[src/inc/romc_map.svh]
// Constants of the reader operating mode control block
`ifndef ROMC_MAP_SVH
`define ROMC_MAP_SVH

// ==========================================================
// Operation control word
`define ROMC_OPCTL_RESET   8'h00
`define ROMC_BIT_EN        7
`define ROMC_BIT_RX_EN     6
`define ROMC_BIT_TX_EN     3
`define ROMC_BIT_LOW_POWER_DETECT_SEL 2

// ==========================================================
// Timing
`define ROMC_CLK_NS        40
`define ROMC_OSC_FILT_NS   1000
`define ROMC_OSC_FILT_CYC  ((`ROMC_OSC_FILT_NS + `ROMC_CLK_NS - 1) / `ROMC_CLK_NS)
`define ROMC_REG_SETTLE_NS 2000
`define ROMC_REG_SETTLE_CYC ((`ROMC_REG_SETTLE_NS + `ROMC_CLK_NS - 1) / `ROMC_CLK_NS)
`define ROMC_WAKE_BASE_NS  100000
`define ROMC_WAKE_BASE_CYC (`ROMC_WAKE_BASE_NS / `ROMC_CLK_NS)

// ==========================================================
// Regulator
`define ROMC_REG_DROP_MV   250
`define ROMC_VDD_LSB_MV    10
`define ROMC_REG_DROP_CODE (`ROMC_REG_DROP_MV / `ROMC_VDD_LSB_MV)

// ==========================================================
// Host clock output select
`define ROMC_MCU_CLK_OFF   2'h0

`endif

[src/inc/romc_pkg.sv]
// Types of the reader operating mode control block
package romc_pkg;

  typedef enum logic [1:0] {
    ROMC_POWER_DOWN,
    ROMC_READY,
    ROMC_WAKE_UP,
    ROMC_ACTIVE
  } romc_mode_e;

  typedef enum logic [1:0] {
    ROMC_OSC_OFF,
    ROMC_OSC_START,
    ROMC_OSC_STABLE
  } romc_osc_e;

  typedef enum logic [1:0] {
    ROMC_ADJ_IDLE,
    ROMC_ADJ_LOAD,
    ROMC_ADJ_STORE
  } romc_adj_e;

endpackage

[src/rtl/romc_wake_timer.sv]
// Periodic wake-up timer for low power presence checks
`timescale 1ns/1ps
module romc_wake_timer #(
  parameter int BASE_CYC = 2500
) (
  input  wire logic       clk_i,
  input  wire logic       resetn_i,
  input  wire logic       en_i,
  input  wire logic [2:0] period_sel_i,
  output logic            tick_o
);
  import romc_pkg::*;

  // ==========================================================
  // Period decode
  logic [23:0] cnt;
  wire  [23:0] limit   = 24'(BASE_CYC) << period_sel_i;
  wire         at_end  = (cnt >= limit - 24'h000001);

  // ==========================================================
  // Counter
  always_ff @(posedge clk_i) begin
    if (!resetn_i || !en_i) begin
      cnt    <= 24'h000000;
      tick_o <= 1'b0;
    end else begin
      cnt    <= at_end ? 24'h000000 : cnt + 24'h000001;
      tick_o <= at_end;
    end
  end

endmodule // romc_wake_timer

[src/rtl/romc_ctrl.sv]
// Operating mode control of the reader front end
`timescale 1ns/1ps
`include "romc_map.svh"
module romc_ctrl #(
  parameter int WAKE_BASE_CYC = `ROMC_WAKE_BASE_CYC
) (
  input  wire logic                 clk_i,
  input  wire logic                 resetn_i,
  input  wire logic                 supply_low_i,
  input  wire logic                 opctl_wr_i,
  input  wire logic [7:0]           opctl_data_i,
  output logic [7:0]                opctl_o,
  output romc_pkg::romc_mode_e      mode_o,
  output logic                      osc_en_o,
  output logic                      osc_gm_boost_o,
  output logic                      reg_en_o,
  output logic                      rx_en_o,
  output logic                      tx_en_o,
  input  wire logic                 osc_ampl_ok_i,
  output logic                      osc_irq_o,
  input  wire logic                 osc_irq_clr_i,
  output logic                      wake_irq_o,
  input  wire logic                 wake_irq_clr_i,
  input  wire logic [2:0]           wake_period_i,
  input  wire logic                 cal_i,
  input  wire logic [7:0]           sense_thresh_i,
  output logic                      meas_start_o,
  output logic                      sense_patch_out_o,
  input  wire logic                 meas_done_i,
  input  wire logic [7:0]           meas_value_i,
  output logic [7:0]                ref_o,
  input  wire logic                 reg_adjust_i,
  input  wire logic [7:0]           vdd_level_i,
  output logic                      reg_max_load_o,
  output logic                      reg_busy_o,
  input  wire logic                 reg_manual_wr_i,
  input  wire logic [7:0]           reg_manual_val_i,
  output logic [7:0]                reg_ref_o,
  output logic [7:0]                reg_display_o,
  input  wire logic [1:0]           mcu_clk_sel_i,
  output logic                      mcu_clk_o,
  input  wire logic                 xtal_27m_i,
  output logic                      very_high_rate_operation_ok_o
);
  import romc_pkg::*;

  // ==========================================================
  // Pin synchronisers
  wire  [2:0] pin_raw = {xtal_27m_i, osc_ampl_ok_i, supply_low_i};
  logic [2:0] pin_meta;
  logic [2:0] pin_sync;
  genvar g;
  generate
    for (g = 0; g < 3; g++) begin : g_sync
      always_ff @(posedge clk_i) begin
        pin_meta[g] <= pin_raw[g];
        pin_sync[g] <= pin_meta[g];
      end
    end
  endgenerate
  wire supply_low_s = pin_sync[0];
  wire ampl_ok_s    = pin_sync[1];
  wire xtal_27m_s   = pin_sync[2];

  // Internal reset from pin and low supply
  wire rst_n = resetn_i & ~supply_low_s;

  // ==========================================================
  // Operation control word
  localparam logic [7:0] WAKE_ONLY = 8'h01 << `ROMC_BIT_LOW_POWER_DETECT_SEL;
  wire wake_only = (opctl_o == WAKE_ONLY);
  wire en_bit   = opctl_o[`ROMC_BIT_EN];

  always_ff @(posedge clk_i) begin
    if (!rst_n) begin
      opctl_o <= `ROMC_OPCTL_RESET;
    end else if (opctl_wr_i) begin
      opctl_o <= opctl_data_i;
    end
  end

  assign osc_en_o = en_bit;
  assign reg_en_o = en_bit;
  assign rx_en_o  = opctl_o[`ROMC_BIT_RX_EN];
  assign tx_en_o  = opctl_o[`ROMC_BIT_TX_EN];
  assign mode_o   = wake_only ? ROMC_WAKE_UP :
                    (rx_en_o | tx_en_o) ? ROMC_ACTIVE :
                    en_bit ? ROMC_READY : ROMC_POWER_DOWN;

  // ==========================================================
  // Oscillator start-up
  romc_osc_e osc_state;
  romc_osc_e next_osc_state;
  logic [5:0] filt_cnt;
  wire filt_done = (filt_cnt == 6'(`ROMC_OSC_FILT_CYC - 1)) && ampl_ok_s;
  wire osc_stable = (osc_state == ROMC_OSC_STABLE);

  always_comb begin
    case (osc_state)
      ROMC_OSC_OFF:    next_osc_state = en_bit ? ROMC_OSC_START : ROMC_OSC_OFF;
      ROMC_OSC_START:  next_osc_state = !en_bit ? ROMC_OSC_OFF :
                                        filt_done ? ROMC_OSC_STABLE : ROMC_OSC_START;
      ROMC_OSC_STABLE: next_osc_state = en_bit ? ROMC_OSC_STABLE : ROMC_OSC_OFF;
      default:         next_osc_state = ROMC_OSC_OFF;
    endcase
  end

  wire osc_set = (osc_state == ROMC_OSC_START) && filt_done && en_bit;
  always_ff @(posedge clk_i) begin
    if (!rst_n) begin
      osc_state <= ROMC_OSC_OFF;
      filt_cnt  <= 6'h00;
      osc_irq_o <= 1'b0;
    end else begin
      osc_state <= next_osc_state;
      filt_cnt  <= (osc_state == ROMC_OSC_START && ampl_ok_s && !filt_done) ?
                   filt_cnt + 6'h01 : 6'h00;
      osc_irq_o <= osc_set | (osc_irq_o & ~osc_irq_clr_i);
    end
  end

  assign osc_gm_boost_o = (osc_state == ROMC_OSC_START);

  // ==========================================================
  // Wake-up measurements
  logic       wake_tick;
  logic       meas_busy;
  logic       cal_pend;
  wire  [7:0] diff     = (meas_value_i >= ref_o) ? meas_value_i - ref_o
                                                 : ref_o - meas_value_i;
  wire        got_meas = meas_done_i && meas_busy && wake_only;
  wire        wake_set = got_meas && !cal_pend && (diff > sense_thresh_i);

  romc_wake_timer #(
    .BASE_CYC     (WAKE_BASE_CYC)
  ) u_timer (
    .clk_i        (clk_i),
    .resetn_i     (rst_n),
    .en_i         (wake_only),
    .period_sel_i (wake_period_i),
    .tick_o       (wake_tick)
  );

  always_ff @(posedge clk_i) begin
    if (!rst_n) begin
      meas_busy    <= 1'b0;
      meas_start_o <= 1'b0;
      cal_pend     <= 1'b0;
      ref_o        <= 8'h00;
      wake_irq_o   <= 1'b0;
    end else begin
      meas_start_o <= wake_only && wake_tick && !meas_busy;
      if (!wake_only) begin
        meas_busy <= 1'b0;
      end else if (wake_tick && !meas_busy) begin
        meas_busy <= 1'b1;
      end else if (got_meas) begin
        meas_busy <= 1'b0;
      end
      if (got_meas && cal_pend) begin
        cal_pend <= 1'b0;
        ref_o    <= meas_value_i;
      end else if (cal_i) begin
        cal_pend <= 1'b1;
      end
      wake_irq_o <= wake_set | (wake_irq_o & ~wake_irq_clr_i);
    end
  end

  assign sense_patch_out_o = meas_busy;

  // ==========================================================
  // Regulator adjust
  romc_adj_e  adj_state;
  romc_adj_e  next_adj_state;
  logic [5:0] settle_cnt;
  wire settled = (settle_cnt == 6'(`ROMC_REG_SETTLE_CYC - 1));
  localparam logic [7:0] DROP = 8'(`ROMC_REG_DROP_CODE);
  wire [7:0] adj_result = (vdd_level_i > DROP) ? vdd_level_i - DROP : 8'h00;

  always_comb begin
    case (adj_state)
      ROMC_ADJ_IDLE:  next_adj_state = reg_adjust_i ? ROMC_ADJ_LOAD : ROMC_ADJ_IDLE;
      ROMC_ADJ_LOAD:  next_adj_state = settled ? ROMC_ADJ_STORE : ROMC_ADJ_LOAD;
      ROMC_ADJ_STORE: next_adj_state = ROMC_ADJ_IDLE;
      default:        next_adj_state = ROMC_ADJ_IDLE;
    endcase
  end

  always_ff @(posedge clk_i) begin
    if (!rst_n) begin
      adj_state     <= ROMC_ADJ_IDLE;
      settle_cnt    <= 6'h00;
      reg_ref_o     <= 8'h00;
      reg_display_o <= 8'h00;
    end else begin
      adj_state  <= next_adj_state;
      settle_cnt <= (adj_state == ROMC_ADJ_LOAD) ? settle_cnt + 6'h01 : 6'h00;
      if (adj_state == ROMC_ADJ_STORE) begin
        reg_ref_o     <= adj_result;
        reg_display_o <= adj_result;
      end else if (adj_state == ROMC_ADJ_IDLE && reg_manual_wr_i && !reg_adjust_i) begin
        reg_ref_o     <= reg_manual_val_i;
        reg_display_o <= reg_manual_val_i;
      end
    end
  end

  assign reg_max_load_o = (adj_state != ROMC_ADJ_IDLE);
  assign reg_busy_o     = reg_max_load_o;

  // ==========================================================
  // Host clock output and crystal check
  logic [2:0] clk_div;
  wire clk_run = osc_stable && (mcu_clk_sel_i != `ROMC_MCU_CLK_OFF);
  wire clk_bit = clk_div[mcu_clk_sel_i - 2'h1];

  always_ff @(posedge clk_i) begin
    if (!rst_n) begin
      clk_div   <= 3'h0;
      mcu_clk_o <= 1'b0;
      very_high_rate_operation_ok_o <= 1'b0;
    end else begin
      clk_div   <= clk_run ? clk_div + 3'h1 : 3'h0;
      mcu_clk_o <= clk_run & clk_bit;
      very_high_rate_operation_ok_o <= xtal_27m_s;
    end
  end

  // ==========================================================
  // Assertions
  a_reset_clears_word: assert property (@(posedge clk_i)
    $rose(rst_n) |-> (opctl_o == 8'h00) && !osc_en_o && !rx_en_o && !tx_en_o)
    else $error("Control word not cleared by reset");
  a_write_takes_data: assert property (@(posedge clk_i) disable iff (!rst_n)
    opctl_wr_i |=> opctl_o == $past(opctl_data_i))
    else $error("Control word write lost");
  a_ready_enables_osc: assert property (@(posedge clk_i) disable iff (!rst_n)
    en_bit |-> osc_en_o && reg_en_o && (mode_o != ROMC_POWER_DOWN))
    else $error("Ready mode without oscillator");
  a_osc_stable_irq: assert property (@(posedge clk_i) disable iff (!rst_n)
    osc_set |=> osc_irq_o && !osc_gm_boost_o)
    else $error("Oscillator stable interrupt missing");
  a_rx_tx_split: assert property (@(posedge clk_i) disable iff (!rst_n)
    (rx_en_o == opctl_o[`ROMC_BIT_RX_EN]) && (tx_en_o == opctl_o[`ROMC_BIT_TX_EN]))
    else $error("Receiver or transmitter enable wrong");
  a_meas_only_wake: assert property (@(posedge clk_i) disable iff (!rst_n)
    meas_start_o |-> $past(wake_only) && $past(wake_tick))
    else $error("Measurement outside wake-up mode");
  a_wake_irq_set: assert property (@(posedge clk_i) disable iff (!rst_n)
    wake_set |=> wake_irq_o)
    else $error("Wake interrupt missing");
  a_cal_ref_store: assert property (@(posedge clk_i) disable iff (!rst_n)
    (got_meas && cal_pend) |=> (ref_o == $past(meas_value_i)) && !$rose(wake_irq_o))
    else $error("Reference not stored");
  a_adjust_drop: assert property (@(posedge clk_i) disable iff (!rst_n)
    (adj_state == ROMC_ADJ_IDLE && reg_adjust_i) |=> reg_max_load_o [*2])
    else $error("Full load not applied for adjust");
  a_adjust_value: assert property (@(posedge clk_i) disable iff (!rst_n)
    (adj_state == ROMC_ADJ_STORE) |=> reg_ref_o == $past(adj_result))
    else $error("Adjusted reference wrong");
  a_manual_reg: assert property (@(posedge clk_i) disable iff (!rst_n)
    (adj_state == ROMC_ADJ_IDLE && reg_manual_wr_i && !reg_adjust_i)
      |=> reg_ref_o == $past(reg_manual_val_i))
    else $error("Manual regulator value not applied");
  a_mcu_clk_off: assert property (@(posedge clk_i) disable iff (!rst_n)
    !clk_run |=> !mcu_clk_o)
    else $error("Host clock running while off");
  a_low_supply_rst: assert property (@(posedge clk_i) disable iff (!resetn_i)
    supply_low_s |=> opctl_o == 8'h00)
    else $error("Low supply did not reset");
  a_wake_stop: assert property (@(posedge clk_i) disable iff (!rst_n)
    !wake_only |=> !meas_busy && !meas_start_o)
    else $error("Measurement continues after wake-up mode");

endmodule // romc_ctrl

[config.mk]
export PLATFORM = sky130hd
export DESIGN_NAME = romc_ctrl
export DESIGN_NICKNAME = d
export VERILOG_FILES = /design/src/inc/romc_pkg.sv /design/src/rtl/romc_wake_timer.sv /design/src/rtl/romc_ctrl.sv
export VERILOG_INCLUDE_DIRS = /design/src /design/src/inc
export SDC_FILE = /design/constraint.sdc
export NUM_CORES = 1
export LEC_CHECK = 0
export BUFFER_PORTS_ARGS = -buffer_cell sky130_fd_sc_hd__buf_2
export CAP_MARGIN = 10
export CELL_PAD_IN_SITES_DETAIL_PLACEMENT = 1
export CELL_PAD_IN_SITES_GLOBAL_PLACEMENT = 2
export CORE_MARGIN = 1.5
export CORE_UTILIZATION = 34
export DETAILED_ROUTE_END_ITERATION = 10
export PLACE_DENSITY = 0.89
export SLEW_MARGIN = 20
export SYNTH_ARGS = -nofsm -noshare
export SYNTH_HDL_FRONTEND = slang
export SYNTH_SLANG_ARGS = --single-unit
[constraint.sdc]
create_clock -name clk_i -period 8.9 [get_ports clk_i]
set_clock_uncertainty 0.15 [all_clocks]
set_input_delay 0.89 -clock clk_i [delete_from_list [all_inputs] [get_ports clk_i]]
set_output_delay 0.89 -clock clk_i [all_outputs]
set_load 0.005 [all_outputs]
# --- Word level (Yosys, flattened, before mapping) ---
# Cells that the tools add are included.
classes:
  addsub: 9
  magnitude_cmp: 5
  n_eq_ne: 7
  shift: 1
  n_mux: 18
  bitwise: 11
  reduce_logical: 35
ops:
  columns: ["op", "count"]
  rows:
  - ["$mux 8", 4]
  - ["$add 24x1->24 const B", 1]
  - ["$ge 24x24->1", 1]
  - ["$shl 12x3->24 const A", 1]
  - ["$sub 24x1->24 const B", 1]
  - ["$logic_and 1x1->1", 16]
  - ["$sub 8x8->8", 2]
  - ["$add 6x1->6 const B", 2]
  - ["$mux 2", 6]
  - ["$eq 8x3->1 const B", 1]
  - ["$ge 8x8->1", 1]
  - ["$gt 8x5->1 const B", 1]
  - ["$gt 8x8->1", 1]
  - ["$reduce_and 2->1", 4]
  - ["$reduce_bool 2->1", 4]
  - ["$sub 8x5->8 const B", 1]
  - ["$eq 6x5->1 const B", 1]
  - ["$eq 6x6->1 const B", 1]
  - ["$logic_not 1->1", 6]
  - ["$pmux 2 s3", 1]
  - ["$mux 1", 5]
  - ["$and 1x1->1", 4]
  - ["$eq 2x1->1 const B", 2]
  - ["$eq 2x2->1 const B", 2]
  - ["10 further kinds", 17]
word_totals:
  register_bits: 81
  input_bits: 57
  out_inout_bits: 47
  wordCells: 109

# --- Longest topological paths before layout ---
# Gate-level depths: netlist of the first run.
logic_depth:
  depth_word: 5
  ltp_mapped: 19
  depth_no_buf: 18

# --- Cells and area by module ---
# A second synthesis of the first run with hierarchy kept.
unflattened:
  cells_unflattened: 561
  area_unflattened_um2: 4963.5
modules_own_cells:
  columns: ["mod", "n_inst", "cells_each", "area_per_inst_um2", "seq_area_each_um2"]
  rows:
  - ["romc_ctrl", 1, 357, 3124.2, 1121.1]
  - ["romc_wake_timer", 1, 204, 1839.3, 500.5]

# --- Least setup slack after synthesis of the first run ---
# OpenSTA, ideal clock, no wires.
synth_timing:
  path_kind: "input -> register"
  startpoint: "input port wake_period_i[1]"
  endpoint: "register u_timer.cnt[13]"
  setup_ps: 117
  arrival_ps: 3834
  required_ps: 8633
  slack_ps: 4799
  path_stages: 18
  path_buffers: 2
  path_cell_list: "clkbuf_1 > inv_1 > ha_1 > nor4_1 > o21ai_0 > nor3b_2 > a21oi_1 > o221ai_1 > o21ai_1 > ha_1 > nand4_1 > nor3_1 > nand2_1 > and4b_1 > o211ai_1 > or2_1 > buf_2 > nor2_1"
synth_between:
  elab_chain_len: 4
synth_lines:
  columns: ["item", "line_no", "source"]
  rows:
  - ["start: declaration", "romc_ctrl.sv:24", "input wire logic [2:0] wake_period_i,"]
  - ["$shl 12x3->24", "romc_wake_timer.sv:17", "wire [23:0] limit = 24'(BASE_CYC) << period_sel_i;"]
  - ["$sub 24x1->24", "romc_wake_timer.sv:18", "wire at_end = (cnt >= limit - 24'h000001);"]
  - ["$ge 24x24->1", "romc_wake_timer.sv:18", null]
  - ["$reduce_or 2->1 (no source line)", null, null]
  - ["end signal: assignment", "romc_wake_timer.sv:27", "cnt <= at_end ? 24'h000000 : cnt + 24'h000001;"]
  - ["end: declaration", "romc_wake_timer.sv:16", "logic [23:0] cnt;"]
# No other way between the ends.
# A chain may end at the register's enable or synchronous reset.

# --- Worst setup path in the final report of the first run ---
# Ends and elaborated chain as after synthesis.

==> results of run 1 <==
per-stage QoR:
stage	hold slack, ps	setup WS, ps	instances	cell area (um2)	util
CTS	177.9	4356	865	5897	0.4073
finish	178.2	4346	865	5897	0.4073
detailed placement	164.6	3999	849	5600	0.3868
global placement	160.4	4307	849	5600	0.3868
global route	193.6	3902	865	5897	0.4073
floorplan	159.6	4799	588	5016	-
flip-flops by register name (all words and copies together), names as in the netlist, 2 cells and up:
register	flops
reg_display_o	8
settle_cnt	6
osc_state	2
filt_cnt	6
opctl_o	8
u_timer.cnt	24
pin_meta	3
adj_state	2
ref_o	8
clk_div	3
cell usage in the layout (no fill, tap or decap), types with 4 or more instances in the layout:
master     instances
conb_1             4
a22oi_1            9
dfxtp_1           81
o211ai_1           5
a31oi_1            4
nand4_1            9
a211oi_1           7
nor2_1            87
xnor2_1           23
a21o_1            12
and3_1             6
inv_1             50
o21ai_0           13
buf_2            103
ha_1              58
nand3_1           18
xor2_1            20
clkbuf_16          9
nand2b_1          12
nor3_1             7
mux2i_1           19
a21oi_1           29
nor2b_1            8
nand2_1           31
cells in the mapped netlist (2+ instances only):
cell type	n	area (um2)
and4_1	2	17.52
inv_1	50	187.7
a22oi_1	9	67.56
a31oi_2	2	25.02
a21o_1	12	90.09
buf_2	3	15.01
a211oi_1	7	52.55
buf_4	13	97.59
mux2_2	2	22.52
o21ai_0	13	65.06
clkbuf_1	8	30.03
o221ai_1	2	17.52
a31oi_1	4	25.02
or2_2	2	12.51
a21oi_1	29	145.1
and2_1	3	18.77
nand2b_1	12	75.07
xor2_1	20	175.2
nor2b_1	8	50.05
and3_1	6	37.54
nand2_1	31	116.4
nand3b_1	3	22.52
nor2_1	87	326.6
o211ai_1	5	37.54
nor4_1	3	18.77
buf_6	2	22.52
nand3_1	18	90.09
mux2i_1	19	190.2
nor2_2	3	18.77
nand4_1	9	56.30
fa_1	2	40.04
ha_1	58	725.7
dfxtp_1	81	1622
conb_1	2	7.510
nor3_1	7	35.03
xnor2_1	23	201.4
cell families (layout without fill, tap and decap cells):
| group | after synthesis | count (layout) | synth area share |
|---|---|---|---|
| compound gates | 94 | 94 | 0.1247 |
| other cells | 2 | 4 | 0.001499 |
| fa+ha+maj | 60 | 60 | 0.1529 |
| xor+xnor | 43 | 43 | 0.07519 |
| simple gates | 207 | 207 | 0.2061 |
| flops | 81 | 81 | 0.3238 |
| mux | 22 | 22 | 0.04472 |
| buf+inv | 77 | 170 | 0.07119 |
worst reg2reg max path: cells and delay by family (launching register included):
family          cells  cell delay, ps
compound gates      8            1040
fa+ha+maj           3             900
simple gates        3             500
flops               1             370
mux                 1             370
xor+xnor            1             140
buf+inv             1              70
final timing paths:
| path | start | to | slack (ps) | cells past startpoint |
|---|---|---|---|---|
| min | pin_meta[2]$_DFF_P_ | xtal_27m_s$_DFF_P_ | 180 | 0 |
| max | wake_period_i[1] | u_timer.cnt[13]$_SDFF_PP0_ | 4350 | 17 |
| max reg2reg | ref_o[0]$_SDFFE_PN0P_ | wake_irq_o$_SDFF_PN0_ | 5220 | 17 |
| min reg2reg | pin_meta[2]$_DFF_P_ | xtal_27m_s$_DFF_P_ | 180 | 0 |
where the power goes:
part | switching [mW] | leakage, nW | internal, mW
registers | 0.00409 | 0.658 | 0.368
clock network | 0.156 | 0.140 | 0.220
logic | 0.0641 | 1.95 | 0.0522
per-layer routing:
layer  wire length (um)  GRT usage  up-vias  part of all wire
li1                   -          -     2160                 -
met1               5785     0.2036     2053              0.44
met2               6584     0.3038       85              0.51
met3                336    0.02878       25             0.026
met4                302    0.06356        0             0.023
met5                  0          0        -                 0
cell type report:
class                      instances  area, um2  area share
multi-input combinational        430       3038      0.5152
sequential                        81       1622      0.2750
timing repair buffer             104      523.0     0.08869
clock buffer                      11      232.7     0.03947
tap                              184      230.2     0.03904
inverter                          50      187.7     0.03183
clock inverter                     5      63.81     0.01082
==> flow_summary_export.csv, run 1 <==
group,metric,value,unit
outcome,status,"completed",
detailed_routing,drc,0,
power_and_ir_drop,ir_drop,83.89,uV
clocking,cts_made_buffers,9,
clocking,cts_max_level,3,
sta,fmax,219.6,MHz
logic_synthesis,yosys_register_bits,81,
flow_run,maxCapViolations,0,
worst_setup_path,cp_top_family,"simple AND/OR/NAND/NOR gates",
logic_synthesis,synthesis.area,0.005009,mm2
finish,diodes,0,
placed_design,dpl.hpwl,10430,um
detailed_routing,num_vias,4323,
global_route,grt_pass1_wl,21720,um
logic_synthesis,synth_cell_types,62,
clocking,cts_buffer_depth,2,
worst_setup_path,critPathBufInv,2,
detailed_routing,routed_wirelength,13010,um
worst_setup_path,crit_type,"in2reg",
global_route,grt_usage,0.1702,
clocking,cts_sinks,81,
power_and_ir_drop,p_leak,2.745,nW
clocking,postCtsSetupBuffers,0,
worst_setup_path,endpoint_kind,"flop",
logic_synthesis,synth_edf_count,0,
detailed_routing,viasPerCell,4.998,
logic_synthesis,synthCells,586,
detailed_routing,postRouteAntennaNets,0,
sta,final_hold_viol_count,0,
floorplanning,rows,44,
logic_synthesis,postSynthAreaPerCell,8.547,um2
detailed_routing,drt-initial-drc-count,163,
logic_synthesis,synth_async_sr_flop_share,0,
finish,fillers,1751,
power_and_ir_drop,finalPower,863.7,uW
finish,areaGrowthSynthToFinish,17.74,%
finish,post_route_cells_drive_above_1_share,0.1997,
global_route,overflow,0,
floorplanning,start_util,0.3459,
worst_setup_path,slowest_stage,"or2_1",
floorplanning,io_pins,104,
sta,period_share,0.5117,
placed_design,gp_congestion,0.8729,
sta,fin_crit,4554,ps
floorplanning,die_h,124.4,um
logic_synthesis,ys.flop_type,"dfxtp_1",
sta,worst_pin_slew,961.8,ps
clocking,clk_pin_slew,60,ps
worst_setup_path,max_stage_delay,590,ps
sta,slew_violations,0,
clocking,clk_latency,340,ps
global_route,grt_pass1_vias,4525,
floorplanning,die_w,124.4,um
logic_synthesis,ys_seq_area_frac,0.3238,
detailed_routing,first_pass_iters,4,
worst_hold_path,worstHoldPathType,"reg2reg",
worst_setup_path,cp_common_cell,"ha_1",
worst_setup_path,cp.arrival,4590,ps
clocking,hold_buffers,0,
sta,slew_headroom,0.3564,
clocking,cts-root-buf,"clkbuf_16",
placed_design,io_buffers,103,
sta,setup_tns,0,ps
sta,rsz0062_at_grt,"no",
logic_synthesis,yosysWarnings,0,
finish,num-nets-final,793,
floorplanning,core,0.01448,mm2
floorplanning,dieArea,0.01547,mm2
global_route,grt_max_degree,25,
global_route,antenna_found_initial,0,
clocking,cts-resized-gates,0,
power_and_ir_drop,powerDensity,146.5,mW/mm2
clocking,cts_tree,"yes",
worst_setup_path,crit_fanout,21,
worst_setup_path,required,8940,ps
sta,finalSetupViolations,0,
worst_setup_path,critical_path.cell_chain,"buf_2 -> inv_1 -> ha_1 -> nor4_1 -> o21ai_0 -> nor3b_2 -> nand2b_1 -> o221ai_1 -> o21ai_1 -> ha_1 -> nand4_1 -> nor3_1 -> nand2_1 -> and4b_1 -> o211ai_1 -> or2_1 -> nor2_1",
worst_setup_path,startpoint_type,"input pin",
detailed_routing,routedWlPerCell,15.04,um
Note: power is estimated with default switching activity, not from simulation.
==> inputs of run 2 (changes only) <==
--- a/config.mk
+++ b/config.mk
@@ -11,9 +11,9 @@
 export CELL_PAD_IN_SITES_DETAIL_PLACEMENT = 1
 export CELL_PAD_IN_SITES_GLOBAL_PLACEMENT = 2
 export CORE_MARGIN = 1.5
-export CORE_UTILIZATION = 34
+export CORE_UTILIZATION = 30
 export DETAILED_ROUTE_END_ITERATION = 10
-export PLACE_DENSITY = 0.89
+export PLACE_DENSITY = 0.84
 export SLEW_MARGIN = 20
 export SYNTH_ARGS = -nofsm -noshare
 export SYNTH_HDL_FRONTEND = slang
==> constraint.sdc (replaced) <==
create_clock -name clk_i -period 4.19 [get_ports clk_i]
set_clock_uncertainty 0.15 [all_clocks]
set_input_delay 0.419 -clock clk_i [delete_from_list [all_inputs] [get_ports clk_i]]
set_output_delay 0.419 -clock clk_i [all_outputs]
set_load 0.005 [all_outputs]
==> run 2 against run 1 <==
Utilization shrank 4.5 points. Highest routed layer unchanged. Critical path type unchanged. Critical path depth rose by 1. Largest cell class unchanged. Register-to-register slack worse by 4700 ps. Wire length is 1.9% lower. Count of clock-buffer cells in the layout down 2. Sequential cell count unchanged.
==> flow_summary_export.csv, run 2 (synthesis gave the netlist of run 1 again) <==
group,metric,value,unit
worst_setup_path,crit_fanout,21,
clocking,cts_buffer_depth,2,
finish,finish.utilization,0.3622,
flow_run,maxCapViolations,0,
finish,regMostFlops,"u_timer.cnt",
worst_setup_path,reg2regPathDepth,17,
finish,largest_reg_flops,24,
clocking,clk_latency,340,ps
clocking,cts-resized-gates,0,
power_and_ir_drop,finalPower,1.861,mW
detailed_routing,met1Wirelength,5705,um
detailed_routing,routed_wirelength,12770,um
finish,post_route_cells_drive_above_1_share,0.2038,
worst_setup_path,critical_path.cell_chain,"buf_2 -> inv_1 -> ha_1 -> nor4_1 -> o21ai_0 -> nor3b_2 -> nand2b_1 -> o221ai_1 -> o21ai_1 -> ha_1 -> nand4_1 -> nor3_1 -> nand2_1 -> and4b_1 -> o211ai_1 -> or2_1 -> buf_4 -> nor2_1",
sta,slew_violations,0,
clocking,clk_pin_slew,70,ps
finish,fillers,1994,
detailed_routing,drt-initial-drc-count,99,
worst_setup_path,startpoint_type,"input pin",
sta,final_hold_viol_count,0,
detailed_routing,routedWlPerCell,14.16,um
worst_setup_path,ff2ff_setup_slack,490,ps
power_and_ir_drop,p_leak,2.755,nW
outcome,status,"completed",
detailed_routing,wl_met3,421,um
power_and_ir_drop,ir_drop,183.1,uV
detailed_routing,wl_met2,6421,um
sta,slew_headroom,0.3763,
clocking,postCtsSetupBuffers,0,
detailed_routing,first_pass_iters,6,
detailed_routing,top_layer,"met4",
sta,rsz0062_at_grt,"no",
floorplanning,io_pins,104,
sta,setup_tns,0,ps
clocking,cts-root-buf,"clkbuf_16",
global_route,grt_usage,0.1521,
global_route,grt_max_degree,25,
clocking,cts_max_level,3,
sta,worst_pin_slew,932.0,ps
worst_setup_path,cp_common_cell,"ha_1",
placed_design,dpl.hpwl,10340,um
global_route,grt_pass1_wl,21890,um
worst_setup_path,r2r-start,"ref_o[0]$_SDFFE_PN0P_",
clocking,cts_tree,"yes",
floorplanning,start_util,0.3042,
worst_setup_path,critPathBufInv,3,
finish,layout_common_cells,"buf_2, nor2_1, dfxtp_1",
worst_setup_path,slowest_stage,"nor4_1",
floorplanning,dieArea,0.01748,mm2
finish,areaGrowthSynthToFinish,19.06,%
worst_setup_path,crit_type,"in2reg",
clocking,cts_made_buffers,9,
detailed_routing,drc,0,
global_route,overflow,0,
detailed_routing,postRouteAntennaNets,0,
detailed_routing,viasPerCell,4.742,
finish,layout_commonest_cell,"buf_2",
clocking,cts_sinks,81,
floorplanning,core,0.01647,mm2
power_and_ir_drop,powerDensity,312.0,mW/mm2
placed_design,io_buffers,103,
detailed_routing,num_vias,4277,
clocking,hold_buffers,0,
finish,diodes,0,
worst_setup_path,required,4270,ps
sta,setup_slack,363.3,ps
worst_hold_path,hold_depth,1,
worst_hold_path,min-delay-start,"supply_low_i",
placed_design,pre_cts_ws,34.10,ps
sta,finalSetupViolations,0,
floorplanning,rows,47,
worst_setup_path,r2r_end,"wake_irq_o$_SDFF_PN0_",
placed_design,gp_congestion,0.8429,
sta,fmax,261.3,MHz
worst_setup_path,cp_top_family,"simple AND/OR/NAND/NOR gates",
worst_setup_path,max_stage_delay,370,ps
worst_hold_path,worstHoldPathType,"in2reg",
sta,fin_crit,3827,ps
sta,period_share,0.9133,
worst_hold_path,hold_end,"pin_meta[0]$_DFF_P_",
worst_setup_path,cp.arrival,3910,ps
floorplanning,die_w,132.2,um
worst_setup_path,endpoint_kind,"flop",
finish,num-nets-final,794,
floorplanning,die_h,132.2,um
global_route,antenna_found_initial,0,
global_route,grt_pass1_vias,4497,
-- run 2: routing by layer --
| layer | up-vias | global-route usage |
|---|---|---|
| li1 | 2165 | - |
| met1 | 2016 | 0.1838 |
| met2 | 78 | 0.2743 |
| met3 | 18 | 0.02537 |
| met4 | 0 | 0.04823 |
| met5 | - | 0 |
-- run 2: power by group --
part,internal [mW],switching [mW],total [mW]
Clock,0.473,0.350,0.823
Combinational,0.111,0.137,0.248
Sequential,0.781,0.00865,0.790
Total,1.37,0.495,1.86
-- run 2: worst reg2reg max path: stages (launching register included) --
cell and delay, ps:
dfxtp_1 370, ha_1 230, inv_1 70, fa_1 380, nand3_1 120, a31oi_2 140, nor2_4 290, mux2i_1 360
o211ai_1 160, o22ai_2 120, xnor2_1 130, ha_1 260, a21o_1 160, a21o_1 160, a21oi_1 170, o21ai_0 120
nand3_1 100, a21oi_1 60
-- run 2: how the worst max path moves through the flow --
stage | cells past startpoint | slack [ps] | endpoint | startpoint
6_report | 18 | 360 | u_timer.cnt[13]$_SDFF_PP0_ | wake_period_i[1]
5_1_grt | 18 | 10 | u_timer.cnt[17]$_SDFF_PP0_ | wake_period_i[1]
4_1_cts | 18 | 380 | u_timer.cnt[7]$_SDFF_PP0_ | wake_period_i[1]
3_5_place_dp | 18 | 30 | u_timer.cnt[17]$_SDFF_PP0_ | wake_period_i[1]
3_3_place_gp | 19 | 300 | wake_irq_o$_SDFF_PN0_ | meas_value_i[0]
2_1_floorplan | 18 | 560 | u_timer.cnt[13]$_SDFF_PP0_ | wake_period_i[1]
-- run 2: layout make-up --
class	instances	area [um2]	area share
sequential	81	1622	0.2719
timing repair buffer	105	530.5	0.08896
clock inverter	7	85.08	0.01427
tap	220	275.3	0.04616
clock buffer	9	225.2	0.03777
inverter	50	187.7	0.03147
multi-input combinational	430	3038	0.5094
-- run 2: stage by stage --
step | cells | area, um2 | hold slack, ps
2_1_floorplan | 588 | 5016 | 159.6
3_3_place_gp | 886 | 5653 | 161.9
3_5_place_dp | 886 | 5653 | 166.1
4_1_cts | 902 | 5963 | 11.97
5_1_grt | 902 | 5963 | 15.56
6_report | 902 | 5963 | 30.68
==> inputs of run 3 (changes only) <==
--- a/config.mk
+++ b/config.mk
@@ -13,6 +13,7 @@
 export CORE_MARGIN = 1.5
 export CORE_UTILIZATION = 30
 export DETAILED_ROUTE_END_ITERATION = 10
+export MAX_ROUTING_LAYER = met4
 export PLACE_DENSITY = 0.84
 export SLEW_MARGIN = 20
 export SYNTH_ARGS = -nofsm -noshare
==> constraint.sdc (replaced) <==
create_clock -name clk_i -period 4.19 [get_ports clk_i]
set_clock_uncertainty 0.15 [all_clocks]
set_input_delay 0.2095 -clock clk_i [delete_from_list [all_inputs] [get_ports clk_i]]
set_output_delay 0.2095 -clock clk_i [all_outputs]
set_load 0.005 [all_outputs]
==> run 3 against run 2 <==
Fmax is 3.4% higher. Combinational power is 3% higher. Cell area is 2.5% higher. Via count is 1.6% higher.
==> flow_summary_export.csv, run 3 (synthesis gave the netlist of run 1 again) <==
group,metric,value,unit
clocking,cts_tree,"yes",
floorplanning,rows,47,
sta,worst_pin_slew,925.4,ps
clocking,postCtsSetupBuffers,0,
floorplanning,core,0.01647,mm2
global_route,antenna_found_initial,0,
finish,layout_common_cells,"buf_2, nor2_1, dfxtp_1",
power_and_ir_drop,p_leak,2.822,nW
sta,period_share,0.8836,
detailed_routing,drt-initial-drc-count,102,
sta,slew_violations,0,
detailed_routing,drc,0,
finish,largest_reg_flops,24,
detailed_routing,routed_wirelength,12930,um
clocking,cts-root-buf,"clkbuf_16",
worst_setup_path,crit_fanout,10,
detailed_routing,num_vias,4344,
power_and_ir_drop,ir_drop,207.6,uV
sta,fmax,270.1,MHz
placed_design,io_buffers,103,
clocking,cts_buffer_depth,2,
worst_setup_path,r2r_end,"wake_irq_o$_SDFF_PN0_",
detailed_routing,viasPerCell,4.748,
detailed_routing,routedWlPerCell,14.13,um
worst_setup_path,cp.arrival,3740,ps
sta,final_hold_viol_count,0,
clocking,cts-resized-gates,0,
worst_setup_path,crit_type,"in2reg",
worst_setup_path,endpoint_kind,"flop",
clocking,cts_sinks,81,
floorplanning,start_util,0.3042,
sta,setup_tns,0,ps
worst_setup_path,slowest_stage,"dlygate4sd3_1",
floorplanning,die_h,132.2,um
outcome,status,"completed",
power_and_ir_drop,finalPower,1.907,mW
clocking,clk_pin_slew,60,ps
worst_setup_path,ff2ff_setup_slack,530,ps
floorplanning,dieArea,0.01748,mm2
finish,areaGrowthSynthToFinish,22.03,%
finish,regMostFlops,"u_timer.cnt",
finish,num-nets-final,807,
worst_setup_path,max_stage_delay,530,ps
global_route,grt_max_degree,25,
detailed_routing,postRouteAntennaNets,0,
global_route,grt_pass1_vias,4570,
clocking,clk_latency,340,ps
power_and_ir_drop,powerDensity,312.0,mW/mm2
finish,fillers,1987,
worst_setup_path,setup.worst_path.start,"meas_value_i[7]",
global_route,overflow,0,
placed_design,dpl.hpwl,10390,um
sta,slew_headroom,0.3808,
worst_setup_path,required,4220,ps
worst_setup_path,reg2regPathDepth,17,
flow_run,maxCapViolations,0,
worst_setup_path,cp_common_cell,"a21oi_1",
sta,fin_crit,3702,ps
global_route,grt_pass1_wl,21540,um
worst_setup_path,r2r-start,"ref_o[0]$_SDFFE_PN0P_",
sta,rsz0062_at_grt,"no",
floorplanning,io_pins,104,
clocking,cts_made_buffers,9,
worst_setup_path,startpoint_type,"input pin",
floorplanning,die_w,132.2,um
worst_setup_path,critical_path.cell_chain,"dlygate4sd3_1 -> buf_2 -> ha_1 -> a21oi_1 -> o21ai_2 -> nor2_4 -> mux2i_1 -> o211ai_1 -> o22ai_2 -> xnor2_1 -> ha_1 -> a21o_1 -> a21o_1 -> a21oi_1 -> o21ai_0 -> nand3_1 -> a21oi_1",
detailed_routing,first_pass_iters,4,
finish,layout_commonest_cell,"buf_2",
placed_design,gp_congestion,0.8982,
clocking,cts_max_level,3,
clocking,hold_buffers,13,
worst_hold_path,worstHoldPathType,"in2reg",
finish,post_route_cells_drive_above_1_share,0.2000,
sta,finalSetupViolations,0,
global_route,grt_usage,0.1546,
finish,diodes,0,
worst_setup_path,setup.worst_path.end,"wake_irq_o$_SDFF_PN0_",
run 3: cell types whose count changed in the layout (fill, tap and decap cells not counted):
cell           before  now
clkinvlp_4          2    1
dlygate4sd3_1       0   13
clkbuf_8            0    1
inv_8               2    0
bufinv_16           1    2
clkinv_2            0    1
run 3: where the power goes:
| part | internal [mW] | switching, mW |
|---|---|---|
| registers | 0.782 | 0.00832 |
| clock network | 0.540 | 0.322 |
| logic | 0.119 | 0.136 |
run 3: through the flow:
stage / setup slack (ps) / instance area [um2] / hold WS [ps] / cells / utilization
after floorplan: 769.2 / 5016 / 87.22 / 588 / -
after global placement: 571.0 / 5653 / 162.8 / 886 / 0.3433
after detailed placement: 340.1 / 5653 / 165.3 / 886 / 0.3433
after CTS: 472.1 / 6112 / 10.58 / 915 / 0.3712
after global routing: 259.1 / 6112 / 44.97 / 915 / 0.3712
final: 487.7 / 6112 / 22.80 / 915 / 0.3712
run 3: cell type report:
class	instances	area (um2)	share of cell area
inverters	50	187.7	0.03071
clock buffers	10	239.0	0.03910
well taps	220	275.3	0.04504
clock inverters	6	90.09	0.01474
multi-input cells	430	3038	0.4970
repair buffers	118	660.6	0.1081
flip-flops and latches	81	1622	0.2653
run 3: worst max-delay path: cells and delay by family:
family | cells | cell delay [ps]
mux | 1 | 310
buf+inv | 2 | 660
simple gates | 2 | 420
fa+ha+maj | 2 | 610
xor+xnor | 1 | 140
compound gates | 9 | 1350
run 3: routing by layer:
| layer | vias to the layer above | GRT usage | part of all wire |
|---|---|---|---|
| met5 | - | - | 0 |
| met4 | 0 | 0.04151 | 0.011 |
| met3 | 12 | 0.02537 | 0.030 |
| met2 | 73 | 0.2784 | 0.52 |
| met1 | 2079 | 0.1772 | 0.44 |
| li1 | 2180 | - | - |
run 3: worst min-delay path by stage:
| stage | endpoint | from | slack (ps) | cells after the start |
|---|---|---|---|---|
| detailed placement | pin_meta[1]$_DFF_P_ | osc_ampl_ok_i | 170 | 1 |
| global placement | supply_low_s$_DFF_P_ | pin_meta[0]$_DFF_P_ | 160 | 0 |
| finish | wake_irq_o$_SDFF_PN0_ | wake_irq_clr_i | 20 | 3 |
| global route | wake_irq_o$_SDFF_PN0_ | wake_irq_clr_i | 40 | 3 |
| CTS | cal_pend$_SDFFE_PP0P_ | cal_i | 10 | 3 |
| floorplan | pin_meta[0]$_DFF_P_ | supply_low_i | 90 | 0 |
